--- config.mk ---
export PLATFORM = sky130hd
export DESIGN_NAME = adc_acquisition_clock_sequencer
export DESIGN_NICKNAME = d
export VERILOG_FILES = /design/src/rtl/adc_seq_pkg.sv /design/src/rtl/adc_acquisition_clock_sequencer.sv
export SDC_FILE = /design/constraint.sdc
export NUM_CORES = 1
export LEC_CHECK = 0
export BUFFER_PORTS_ARGS = -buffer_cell sky130_fd_sc_hd__buf_2
export CORE_ASPECT_RATIO = 0.6
export CORE_UTILIZATION = 55
export DETAILED_ROUTE_END_ITERATION = 7
export HOLD_SLACK_MARGIN = 0.03
export PLACE_DENSITY = 0.75
export SLEW_MARGIN = 20
export SYNTH_ARGS = -nofsm -noshare
export SYNTH_HDL_FRONTEND = slang
export SYNTH_SLANG_ARGS = --single-unit
--- constraint.sdc ---
create_clock -name ref_clk -period 2.44 [get_ports ref_clk]
set_clock_uncertainty 0.15 [all_clocks]
set_input_delay 0.488 -clock ref_clk [delete_from_list [all_inputs] [get_ports ref_clk]]
set_output_delay 0.488 -clock ref_clk [all_outputs]
set_load 0.005 [all_outputs]
--- src/rtl/adc_seq_pkg.sv ---
package adc_seq_pkg;
  localparam int unsigned CLK_HZ        = 20_000_000;
  localparam int unsigned CONV_PERIODS  = 11;
  localparam int unsigned WAIT_PERIODS  = 2;
  localparam logic [2:0]  ACQ_RESET     = 3'h0;
  localparam logic [2:0]  CLK_SEL_RESET = 3'h0;
  localparam logic [9:0]  RESULT_RESET  = 10'h000;
  // One instruction cycle is four oscillator periods
  localparam int unsigned INSTR_CYCLES  = 4;
  localparam logic [6:0]  INSTR_DELAY   = 7'(INSTR_CYCLES);

  typedef enum logic [4:0] {
    ST_SAMPLE  = 5'h01,
    ST_RC_WAIT = 5'h02,
    ST_ACQ     = 5'h04,
    ST_CONV    = 5'h08,
    ST_GAP     = 5'h10
  } seq_state_t;

  function automatic logic [4:0] acq_periods(input logic [2:0] sel);
    case (sel)
      3'h0:    acq_periods = 5'h00;
      3'h1:    acq_periods = 5'h02;
      3'h2:    acq_periods = 5'h04;
      3'h3:    acq_periods = 5'h06;
      3'h4:    acq_periods = 5'h08;
      3'h5:    acq_periods = 5'h0c;
      3'h6:    acq_periods = 5'h10;
      default: acq_periods = 5'h14;
    endcase
  endfunction : acq_periods

  // Half-period of the bit clock in oscillator cycles, minus one
  function automatic logic [6:0] div_last(input logic [2:0] sel);
    case (sel)
      3'h0:    div_last = 7'h00;
      3'h4:    div_last = 7'h01;
      3'h1:    div_last = 7'h03;
      3'h5:    div_last = 7'h07;
      3'h2:    div_last = 7'h0f;
      3'h6:    div_last = 7'h1f;
      default: div_last = 7'h00;
    endcase
  endfunction : div_last
endpackage : adc_seq_pkg

--- src/rtl/adc_acquisition_clock_sequencer.sv ---
`timescale 1ns/10ps
`default_nettype none
module adc_acquisition_clock_sequencer
  import adc_seq_pkg::*;
(
  input  wire logic       ref_clk,
  input  wire logic       reset_n,
  input  wire logic [2:0] acquisition_time_select,
  input  wire logic [2:0] conversion_clock_select,
  input  wire logic       go_set,
  input  wire logic       go_clear,
  input  wire logic       done_clear,
  input  wire logic       rc_tick,
  input  wire logic       compare_in,
  output logic            go_flag,
  output logic            conversion_done_flag,
  output logic            sample_enable,
  output logic            convert_active,
  output logic            bit_clock,
  output logic [9:0]      result_register_pair,
  output logic [2:0]      acq_sel_reg,
  output logic [2:0]      clk_sel_reg
);
  // ------------------------------------------------------------
  // Reset release and input synchronisers
  // ------------------------------------------------------------
  logic [1:0] rst_sync;
  logic       rst_n;
  always_ff @(posedge ref_clk or negedge reset_n) begin
    if (!reset_n) rst_sync <= 2'h0;
    else          rst_sync <= {rst_sync[0], 1'b1};
  end
  assign rst_n = rst_sync[1];

  // RC oscillator tick and comparator are asynchronous to ref_clk
  logic [1:0] rc_s1, rc_s2;
  logic       rc_prev;
  always_ff @(posedge ref_clk or negedge rst_n) begin
    if (!rst_n) begin
      rc_s1   <= 2'h0;
      rc_s2   <= 2'h0;
      rc_prev <= 1'b0;
    end else begin
      rc_s1   <= {rc_s1[0], rc_tick};
      rc_s2   <= {rc_s2[0], compare_in};
      rc_prev <= rc_s1[1];
    end
  end
  logic rc_edge;
  assign rc_edge = rc_s1[1] & ~rc_prev;

  // ------------------------------------------------------------
  // Configuration capture
  // ------------------------------------------------------------
  logic [2:0] acq_sel_next, clk_sel_next;
  always_comb begin
    acq_sel_next = acquisition_time_select;
    clk_sel_next = conversion_clock_select;
  end
  always_ff @(posedge ref_clk or negedge rst_n) begin
    if (!rst_n) begin
      acq_sel_reg <= ACQ_RESET;
      clk_sel_reg <= CLK_SEL_RESET;
    end else begin
      acq_sel_reg <= acq_sel_next;
      clk_sel_reg <= clk_sel_next;
    end
  end

  logic use_rc;
  assign use_rc = (clk_sel_reg[1:0] == 2'h3);

  // ------------------------------------------------------------
  // Bit-period divider: one pulse per bit_conversion_period
  // ------------------------------------------------------------
  seq_state_t state_reg, state_next;
  logic [6:0] div_reg, div_next;
  logic       bclk_reg, bclk_next;
  logic       period_tick;
  logic       clk_run;
  assign clk_run = (state_reg != ST_SAMPLE) && (state_reg != ST_RC_WAIT);
  logic       go_reg, go_next, done_reg, done_next;
  logic       abort_req;
  // An abort restarts the divider so the gap spans two whole periods
  assign abort_req = go_clear && !go_set && go_reg &&
                     (state_reg != ST_SAMPLE) && (state_reg != ST_GAP);

  always_comb begin
    div_next    = div_reg;
    bclk_next   = bclk_reg;
    period_tick = 1'b0;
    if (!clk_run || abort_req) begin
      div_next  = 7'h00;
      bclk_next = 1'b0;
    end else if (use_rc) begin
      if (rc_edge) begin
        bclk_next   = ~bclk_reg;
        period_tick = bclk_reg;
      end
    end else if (div_reg >= div_last(clk_sel_reg)) begin
      div_next    = 7'h00;
      bclk_next   = ~bclk_reg;
      period_tick = bclk_reg;
    end else begin
      div_next = div_reg + 7'h01;
    end
  end
  always_ff @(posedge ref_clk or negedge rst_n) begin
    if (!rst_n) begin
      div_reg  <= 7'h00;
      bclk_reg <= 1'b0;
    end else begin
      div_reg  <= div_next;
      bclk_reg <= bclk_next;
    end
  end

  // ------------------------------------------------------------
  // Sequencer
  // ------------------------------------------------------------
  logic [4:0] cnt_reg, cnt_next;
  logic [6:0] dly_reg, dly_next;
  logic [9:0] res_reg, res_next, sar_reg, sar_next;
  logic       go_rise;
  assign go_rise = go_set & ~go_reg;

  always_comb begin
    state_next = state_reg;
    cnt_next   = cnt_reg;
    dly_next   = dly_reg;
    go_next    = go_reg;
    done_next  = done_reg & ~done_clear;
    res_next   = res_reg;
    sar_next   = sar_reg;
    if (go_set) go_next = 1'b1;
    // Software clear aborts; a clear alongside a set keeps the set
    if (go_clear && !go_set && go_reg) begin
      go_next = 1'b0;
      if (state_reg != ST_SAMPLE && state_reg != ST_GAP) begin
        state_next = ST_GAP;
        cnt_next   = 5'h00;
      end
    end else begin
      case (state_reg)
        ST_SAMPLE: begin
          if (go_rise) begin
            cnt_next = 5'h00;
            sar_next = 10'h000;
            if (use_rc) begin
              state_next = ST_RC_WAIT;
              dly_next   = INSTR_DELAY;
            end else if (acq_sel_reg == 3'h0) begin
              state_next = ST_CONV;
            end else begin
              state_next = ST_ACQ;
            end
          end
        end
        ST_RC_WAIT: begin
          if (dly_reg <= 7'h01) begin
            state_next = (acq_sel_reg == 3'h0) ? ST_CONV : ST_ACQ;
          end else begin
            dly_next = dly_reg - 7'h01;
          end
        end
        ST_ACQ: begin
          if (period_tick) begin
            if (cnt_reg + 5'h01 >= acq_periods(acq_sel_reg)) begin
              state_next = ST_CONV;
              cnt_next   = 5'h00;
            end else begin
              cnt_next = cnt_reg + 5'h01;
            end
          end
        end
        ST_CONV: begin
          if (period_tick) begin
            // Periods 1..10 resolve bits MSB first; period 10 also completes
            if (cnt_reg >= 5'h01 && cnt_reg <= 5'h0a) begin
              sar_next[4'(10 - 32'(cnt_reg))] = rc_s2[1];
            end
            if (cnt_reg == 5'(CONV_PERIODS - 1)) begin
              state_next = ST_GAP;
              cnt_next   = 5'h00;
              go_next    = go_set;
              done_next  = 1'b1;
              // Last bit lands this period, so take the updated word
              res_next   = sar_next;
            end else begin
              cnt_next = cnt_reg + 5'h01;
            end
          end
        end
        ST_GAP: begin
          if (period_tick) begin
            if (cnt_reg == 5'(WAIT_PERIODS - 1)) begin
              state_next = ST_SAMPLE;
              cnt_next   = 5'h00;
            end else begin
              cnt_next = cnt_reg + 5'h01;
            end
          end
        end
        default: state_next = ST_SAMPLE;
      endcase
    end
  end

  always_ff @(posedge ref_clk or negedge rst_n) begin
    if (!rst_n) begin
      state_reg <= ST_SAMPLE;
      cnt_reg   <= 5'h00;
      dly_reg   <= 7'h00;
      go_reg    <= 1'b0;
      done_reg  <= 1'b0;
      res_reg   <= RESULT_RESET;
      sar_reg   <= 10'h000;
    end else begin
      state_reg <= state_next;
      cnt_reg   <= cnt_next;
      dly_reg   <= dly_next;
      go_reg    <= go_next;
      done_reg  <= done_next;
      res_reg   <= res_next;
      sar_reg   <= sar_next;
    end
  end

  // ------------------------------------------------------------
  // Outputs, all registered
  // ------------------------------------------------------------
  logic samp_next, conv_next;
  assign samp_next = (state_next == ST_SAMPLE) || (state_next == ST_ACQ) ||
                     (state_next == ST_RC_WAIT);
  assign conv_next = (state_next == ST_CONV);
  always_ff @(posedge ref_clk or negedge rst_n) begin
    if (!rst_n) begin
      sample_enable  <= 1'b1;
      convert_active <= 1'b0;
    end else begin
      sample_enable  <= samp_next;
      convert_active <= conv_next;
    end
  end
  // Go stays set through acquisition and conversion alike
  assign go_flag              = go_reg;
  assign conversion_done_flag = done_reg;
  assign result_register_pair = res_reg;
  assign bit_clock            = bclk_reg;

  // ------------------------------------------------------------
  // Checks
  // ------------------------------------------------------------
  a_hold_disconnect: assert property (@(posedge ref_clk) disable iff (!rst_n)
    convert_active |-> !sample_enable)
    else $error("sampling while converting");
  a_immediate_start: assert property (@(posedge ref_clk) disable iff (!rst_n)
    (state_reg == ST_SAMPLE && go_rise && !go_clear && !use_rc &&
     acq_sel_reg == 3'h0) |=> state_reg == ST_CONV)
    else $error("zero acquisition did not start at once");
  a_acq_then_conv: assert property (@(posedge ref_clk) disable iff (!rst_n)
    (state_reg == ST_ACQ && state_next == ST_CONV) |->
      go_reg && period_tick)
    else $error("acquisition ended off a period");
  a_done_sets: assert property (@(posedge ref_clk) disable iff (!rst_n)
    (state_reg == ST_CONV && state_next == ST_GAP && !go_clear) |=>
      conversion_done_flag && state_reg == ST_GAP)
    else $error("done flag not set at completion");
  a_go_stays: assert property (@(posedge ref_clk) disable iff (!rst_n)
    (state_reg == ST_ACQ && $past(state_reg) == ST_ACQ) |-> go_reg)
    else $error("go dropped during acquisition");
  a_conv_length: assert property (@(posedge ref_clk) disable iff (!rst_n)
    (state_reg == ST_CONV && period_tick && cnt_reg == 5'h0a) |=>
      state_reg == ST_GAP)
    else $error("conversion length wrong");
  a_abort_keeps: assert property (@(posedge ref_clk) disable iff (!rst_n)
    (state_reg == ST_CONV && go_clear && !go_set && go_reg) |=>
      $stable(result_register_pair) && state_reg == ST_GAP)
    else $error("abort changed result");
  a_rc_delay: assert property (@(posedge ref_clk) disable iff (!rst_n)
    (state_reg == ST_SAMPLE && state_next == ST_RC_WAIT) |=>
      (state_reg == ST_RC_WAIT || state_reg == ST_GAP) [*4])
    else $error("rc start delay too short");
endmodule : adc_acquisition_clock_sequencer
`default_nettype wire

* Yosys cells after proc, flatten, opt, wreduce, memory -nomap -nowiden
Index checks and enable logic that the tools add are counted.
** Cells by class
- $add $sub $neg :: 4
- Magnitude comparators :: 7
- Eq/ne operators :: 37
- Muxes and demuxes :: 61
- Bitwise operators :: 8
- Reduce and logical (&&, ||, !) cells :: 23
** Operators by type and width (number)
- 2-to-1 mux 5 bit :: 22
- 2-to-1 mux 7 bit :: 8
- case mux 5 bit (5 select lines) :: 2
- case mux 5 bit (7 select lines) :: 1
- 2-to-1 mux 10 bit :: 3
- case mux 10 bit (2 select lines) :: 1
- case mux 5 bit (4 select lines) :: 1
- == test 3 bit (second input constant) :: 6
- 2-to-1 mux 1 bit :: 18
- == test 5 x 1 -> 1 bit (second input constant) :: 3
- == test 5 x 4 -> 1 bit (second input constant) :: 3
- case mux 7 bit (2 select lines) :: 1
- inequality test 3 bit (second input constant) :: 4
- bitwise mux 10 bit :: 1
- == test 5 x 2 -> 1 bit (second input constant) :: 2
- == test 5 x 3 -> 1 bit (second input constant) :: 2
- == test 3 x 2 -> 1 bit (second input constant) :: 3
- logical AND 1 bit :: 8
- 2-to-1 mux 4 bit :: 2
- inequality test 2 bit (second input constant) :: 4
- AND reduction 4 bit :: 2
- adder 7 x 1 -> 7 bit (second input constant) :: 1
- greater-or-equal comparator 7 bit :: 1
- <= comparator 7 x 1 -> 1 bit (second input constant) :: 1
- 28 further kinds :: 40
** Storage, ports and cells
- Register bits :: 62
- Input bits :: 13
- Output and inout port bits :: 21
- Logic and storage cells :: 157

* Longest topological paths before layout
- Word-level depth :: 22
- Mapped depth :: 12
- Depth with buffers taken out :: 11

* Worst setup path after synthesis
No wires, ideal clock.
- Path kind :: register to register
- Start point :: register clk_sel_reg[0]
- End point :: register res_reg[1] (netlist: result_register_pair[1])
- Setup time :: 0.125 ns
- Arrival :: 2.353 ns
- Data required time :: 2.165 ns
- Slack :: -0.188 ns
- Cell stages (with the launch flop) :: 13
- Buffers on the path :: 1
- Clock period less this slack :: 2.628 ns
- Cell sequence :: dfrtp_1 > inv_1 > ha_1 > inv_1 > nand2_1 > ha_1 > nor2b_1 > o21ai_1 > a21oi_2 > nor3_4 > nand2_2 > buf_6 > mux2_4
** Between the ends
- Word-level cells in the longest chain between the ends :: 9
- Elaborated cells between the ends (all ways) :: 14
- Classes of those cells :: 1 x order compare; 6 x eq/ne; 6 x mux; 1 x reduce/logical
** RTL lines
- start, declared :: RTL line adc_acquisition_clock_sequencer.sv:22 : output logic [2:0] clk_sel_reg
- start signal, assigned :: RTL line adc_acquisition_clock_sequencer.sv:66 : clk_sel_reg <= clk_sel_next;
- == test 3 bit (tied with other cells) :: RTL line adc_seq_pkg.sv:35 : case (sel)
- case mux 5 bit (5 select lines) :: RTL line adc_seq_pkg.sv:35
- 2-to-1 mux 7 bit :: RTL line adc_acquisition_clock_sequencer.sv:95 : end else if (use_rc) begin
- 2-to-1 mux 7 bit :: RTL line adc_acquisition_clock_sequencer.sv:92 : if (!clk_run || abort_req) begin
- greater-or-equal comparator 7 bit :: RTL line adc_acquisition_clock_sequencer.sv:100 : end else if (div_reg >= div_last(clk_sel_reg)) begin
- 2-to-1 mux 1 bit :: RTL line adc_acquisition_clock_sequencer.sv:100
- 2-to-1 mux 1 bit (*) :: RTL line adc_acquisition_clock_sequencer.sv:95
- 2-to-1 mux 1 bit (*) :: RTL line adc_acquisition_clock_sequencer.sv:92
- AND reduction 4 bit (no source line) (*)
- end signal, assigned :: RTL line adc_acquisition_clock_sequencer.sv:224 : res_reg <= res_next;
- end, declared :: RTL line adc_acquisition_clock_sequencer.sv:123 : logic [9:0] res_reg, res_next, sar_reg, sar_next;
Every way passes the cells marked *; elsewhere a longest branch is shown, timed or not. The select of a mux whose other input is x is not followed.
A chain may end at the register's enable or synchronous reset.

* Worst setup path after layout
- Start point :: register clk_sel_reg[0]
- End point :: register state_reg[2]
** Between the ends
- Word-level cells in the longest chain between the ends :: 11
- Elaborated cells between the ends (all ways) :: 20
- Classes of those cells :: 1 x order compare; 6 x eq/ne; 13 x mux
** RTL lines
- == test 3 bit (tied with other cells) :: RTL line adc_seq_pkg.sv:35
- case mux 5 bit (5 select lines) :: RTL line adc_seq_pkg.sv:35
- 2-to-1 mux 7 bit :: RTL line adc_acquisition_clock_sequencer.sv:95
- 2-to-1 mux 7 bit :: RTL line adc_acquisition_clock_sequencer.sv:92
- greater-or-equal comparator 7 bit :: RTL line adc_acquisition_clock_sequencer.sv:100
- 2-to-1 mux 1 bit :: RTL line adc_acquisition_clock_sequencer.sv:100
- 2-to-1 mux 1 bit :: RTL line adc_acquisition_clock_sequencer.sv:95
- 2-to-1 mux 1 bit :: RTL line adc_acquisition_clock_sequencer.sv:92
- 2-to-1 mux 5 bit (on tied branches) :: RTL line adc_acquisition_clock_sequencer.sv:195, adc_acquisition_clock_sequencer.sv:167, adc_acquisition_clock_sequencer.sv:177
- case mux 5 bit (5 select lines) (*) :: RTL line adc_acquisition_clock_sequencer.sv:144 : case (state_reg)
- 2-to-1 mux 5 bit (*) :: RTL line adc_acquisition_clock_sequencer.sv:137 : if (go_clear && !go_set && go_reg) begin
- net state_next[2] :: RTL line adc_acquisition_clock_sequencer.sv:76 : seq_state_t state_reg, state_next;
- end signal, assigned :: RTL line adc_acquisition_clock_sequencer.sv:219 : state_reg <= state_next;
- end, declared :: RTL line adc_acquisition_clock_sequencer.sv:76
Mark *: on every way through the listed nets, which the timed path passes. The rest lies on a longest branch. The select of a mux whose other input is x is not followed.

==> reports/qor.txt <==
Top FF cell, synth: dfrtp_1
Met1 usage: 42.8%
Bufs on Longest Clock Path: 2
Multi-input logic area: 2410 µm²
Syn Nets: 386
Slew headroom: 59.0%
Worst stage delay on the critical path: 0.43 ns
Clk_lat worst skew: 0.36 ns
GP Congestion: 0.996
GRT Overall Usage: 30.7%
Crit-path cells: inv_4, ha_4, inv_4, nand2_4, ha_4, nor2b_2, o21ai_4, buf_4, a21o_1, a41oi_2, a311oi_2, buf_4, nor3_2
Final min period: 2.63 ns
Layout cell share with drive strength beyond 1: 46.5%
Initial Util: 58.3%
CP required: 2.53 ns
Max Freq: 0.380 GHz
Yosys reg bits: 62
Global route hottest layer: met2
GRT Residual Overflow: 0
I/O pin total: 34
DRT Pass-1 Iters: 5
Worst vdd rail ir drop: 0.543 mV
Initial antenna violation count: 0
Reg clk slew, reported paths: 0.07 ns
Met2 Use GR: 46.0%
Post-synthesis sequential area ratio: 42.4%
Core area: 6280 µm²
H-tree depth: 3
Power, Total: 3.59 mW
Final Max Slew Viols: 0
Fill count: 350
Post-layout nets: 486
Setup WS pre-CTS: -0.224 ns
Routed Antenna Nets: 0
Sink Count: 62
Yosys warns: 0
CTS root buffer: clkbuf_8
Final worst setup slack: -0.194 ns
Synth Instances: 351
PwrDens: 698 nW/µm²
Rows: 22
# port buffers: 33
Worst Tran Pin Value: 0.616 ns
N_diodes: 0
Die span in x: 107 µm
Commonest cells after routing, fill and taps aside: dfrtp_1, buf_4, buf_2
Number of library cell types mapped by synthesis: 65
Pleak: 2.41 nW
CP Capture Type: register
Initial DRC count: 340
Vias in the first global route: 3,197
Die height: 65.2 µm
Final Cycle Share: 108%
Hold Path Class: in -> reg
M3 GR Usage: 9.03%
Max-Cap Viols: 0
Violated checks: setup timing
Mapped cell area: 3660 µm²
First-pass GRT wire length: 15,800 µm
CTS tree: yes
Layout area overhead: 40.6%
WS Path Type: reg -> reg
Startpoint types: register
Crit path max-delay cell type: dfrtp_1
Critical path fanouts, max: 3
Outcome: finished, violations left
Commonest non-fill, non-tap cell in the layout: dfrtp_1
Syn Area/Cell: 10.4 µm²
Cts bufs inserted: 9
DR vias/cell: 6.31
# DRC: 0
Via Count: 3,405
Post-synth EDFFs: 0
Final-report hold violation count: 0
Routed wire length: 11,400 µm
Reg area: 1560 µm²
RSZ-0062 raised after global routing: yes
Wirelength per Cell: 21.1 µm
Die area: 7000 µm²
Critical Path AT: 2.72 ns
DPL Wire Length: 6600 µm
Ys async rst share: 100%
Largest net degree at the start of global routing: 36
# setup viols final: 35
-- worst max-delay path: cells and delay by family, from the launching register on --
| kind | cells | cell delay, ns |
|---|---|---|
| fa+ha+maj | 2 | 0.49 |
| compound gates | 4 | 0.74 |
| simple gates | 3 | 0.16 |
| flops | 1 | 0.43 |
| buf+inv | 4 | 0.54 |
-- report_power, final --
group	internal [mW]	switching, mW
logic	0.489	0.650
registers	1.14	0.158
clock network	0.736	0.420
total	2.37	1.23
-- through the flow --
step	area [µm²]	util [%]	setup TNS (ns)	cells	hold slack, ns
2_1_floorplan	3670	-	-1.34	351	0.0424
3_3_place_gp	4300	68.5	-1.66	511	0.124
3_5_place_dp	4300	68.5	-4.53	511	0.128
4_1_cts	4810	76.7	-2.80	537	0.0802
5_1_grt	5150	82.0	-6.55	540	0.0716
6_report	5150	82.0	-4.03	540	0.0821
-- final timing paths --
kind | start | to | slack [ns] | cells past startpoint
worst max-delay path | clk_sel_reg[0]$_DFF_PN0_ | state_reg[2]$_DFF_PN0_ | -0.19 | 13
worst max register to register | clk_sel_reg[0]$_DFF_PN0_ | state_reg[2]$_DFF_PN0_ | -0.19 | 13
worst min register to register | rst_sync[1]$_DFF_PN0_ | cnt_reg[3]$_DFFE_PN0P_ | 0.13 | 0
min in group asynchronous | rst_sync[1]$_DFF_PN0_ | cnt_reg[3]$_DFFE_PN0P_ | 0.13 | 0
worst min-delay path | acquisition_time_select[1] | acq_sel_reg[1]$_DFF_PN0_ | 0.08 | 1
max in group asynchronous | rst_sync[1]$_DFF_PN0_ | state_reg[0]$_DFF_PN1_ | 1.34 | 1
-- Yosys cell counts, drive strengths merged (11+ instances only) --
cell | n | area, µm²
dfrtp | 60 | 1500
nand2 | 26 | 100
ha | 22 | 275
inv | 19 | 71.3
mux2 | 19 | 244
nor2 | 16 | 60.1
nand3 | 14 | 70.1
a21oi | 12 | 63.8
and3 | 12 | 75.1
mux2i | 12 | 120
o21ai | 12 | 60.1
a22o | 11 | 96.3
-- cells by family after synthesis --
| group | share of synthesized area (%) |
|---|---|
| compound gates | 15.9 |
| xor+xnor | 2.15 |
| fa+ha+maj | 7.52 |
| buf+inv | 4.07 |
| flops | 42.4 |
| mux | 9.95 |
| other cells | 0.102 |
| simple gates | 17.8 |
-- area by class of cell --
type | instances | share of cell area (%)
Tap cell | 84 | 2.04
Inverter | 19 | 1.48
Sequential cell | 62 | 30.3
Clock inverter | 3 | 1.75
Multi-Input combinational cell | 259 | 46.8
Timing Repair Buffer | 100 | 14.6
Clock buffer | 13 | 3.09
-- layer usage --
metal,wire length (µm),vias to the layer above
met5,0,-
met4,301,0
met3,999,34
met2,5100,189
met1,5010,1699
li1,-,1483
-- what timing repair did --
item                                    CTS  global route
gates cloned                              1             0
endpoints found under the setup margin   34            47
hold endpoints to repair                  2             0
pin swaps                                26            28
buffers inserted                          9             5
gates resized for setup                  38            67
hold buffers                              1             0
Note: power is estimated with default switching activity, not from simulation.
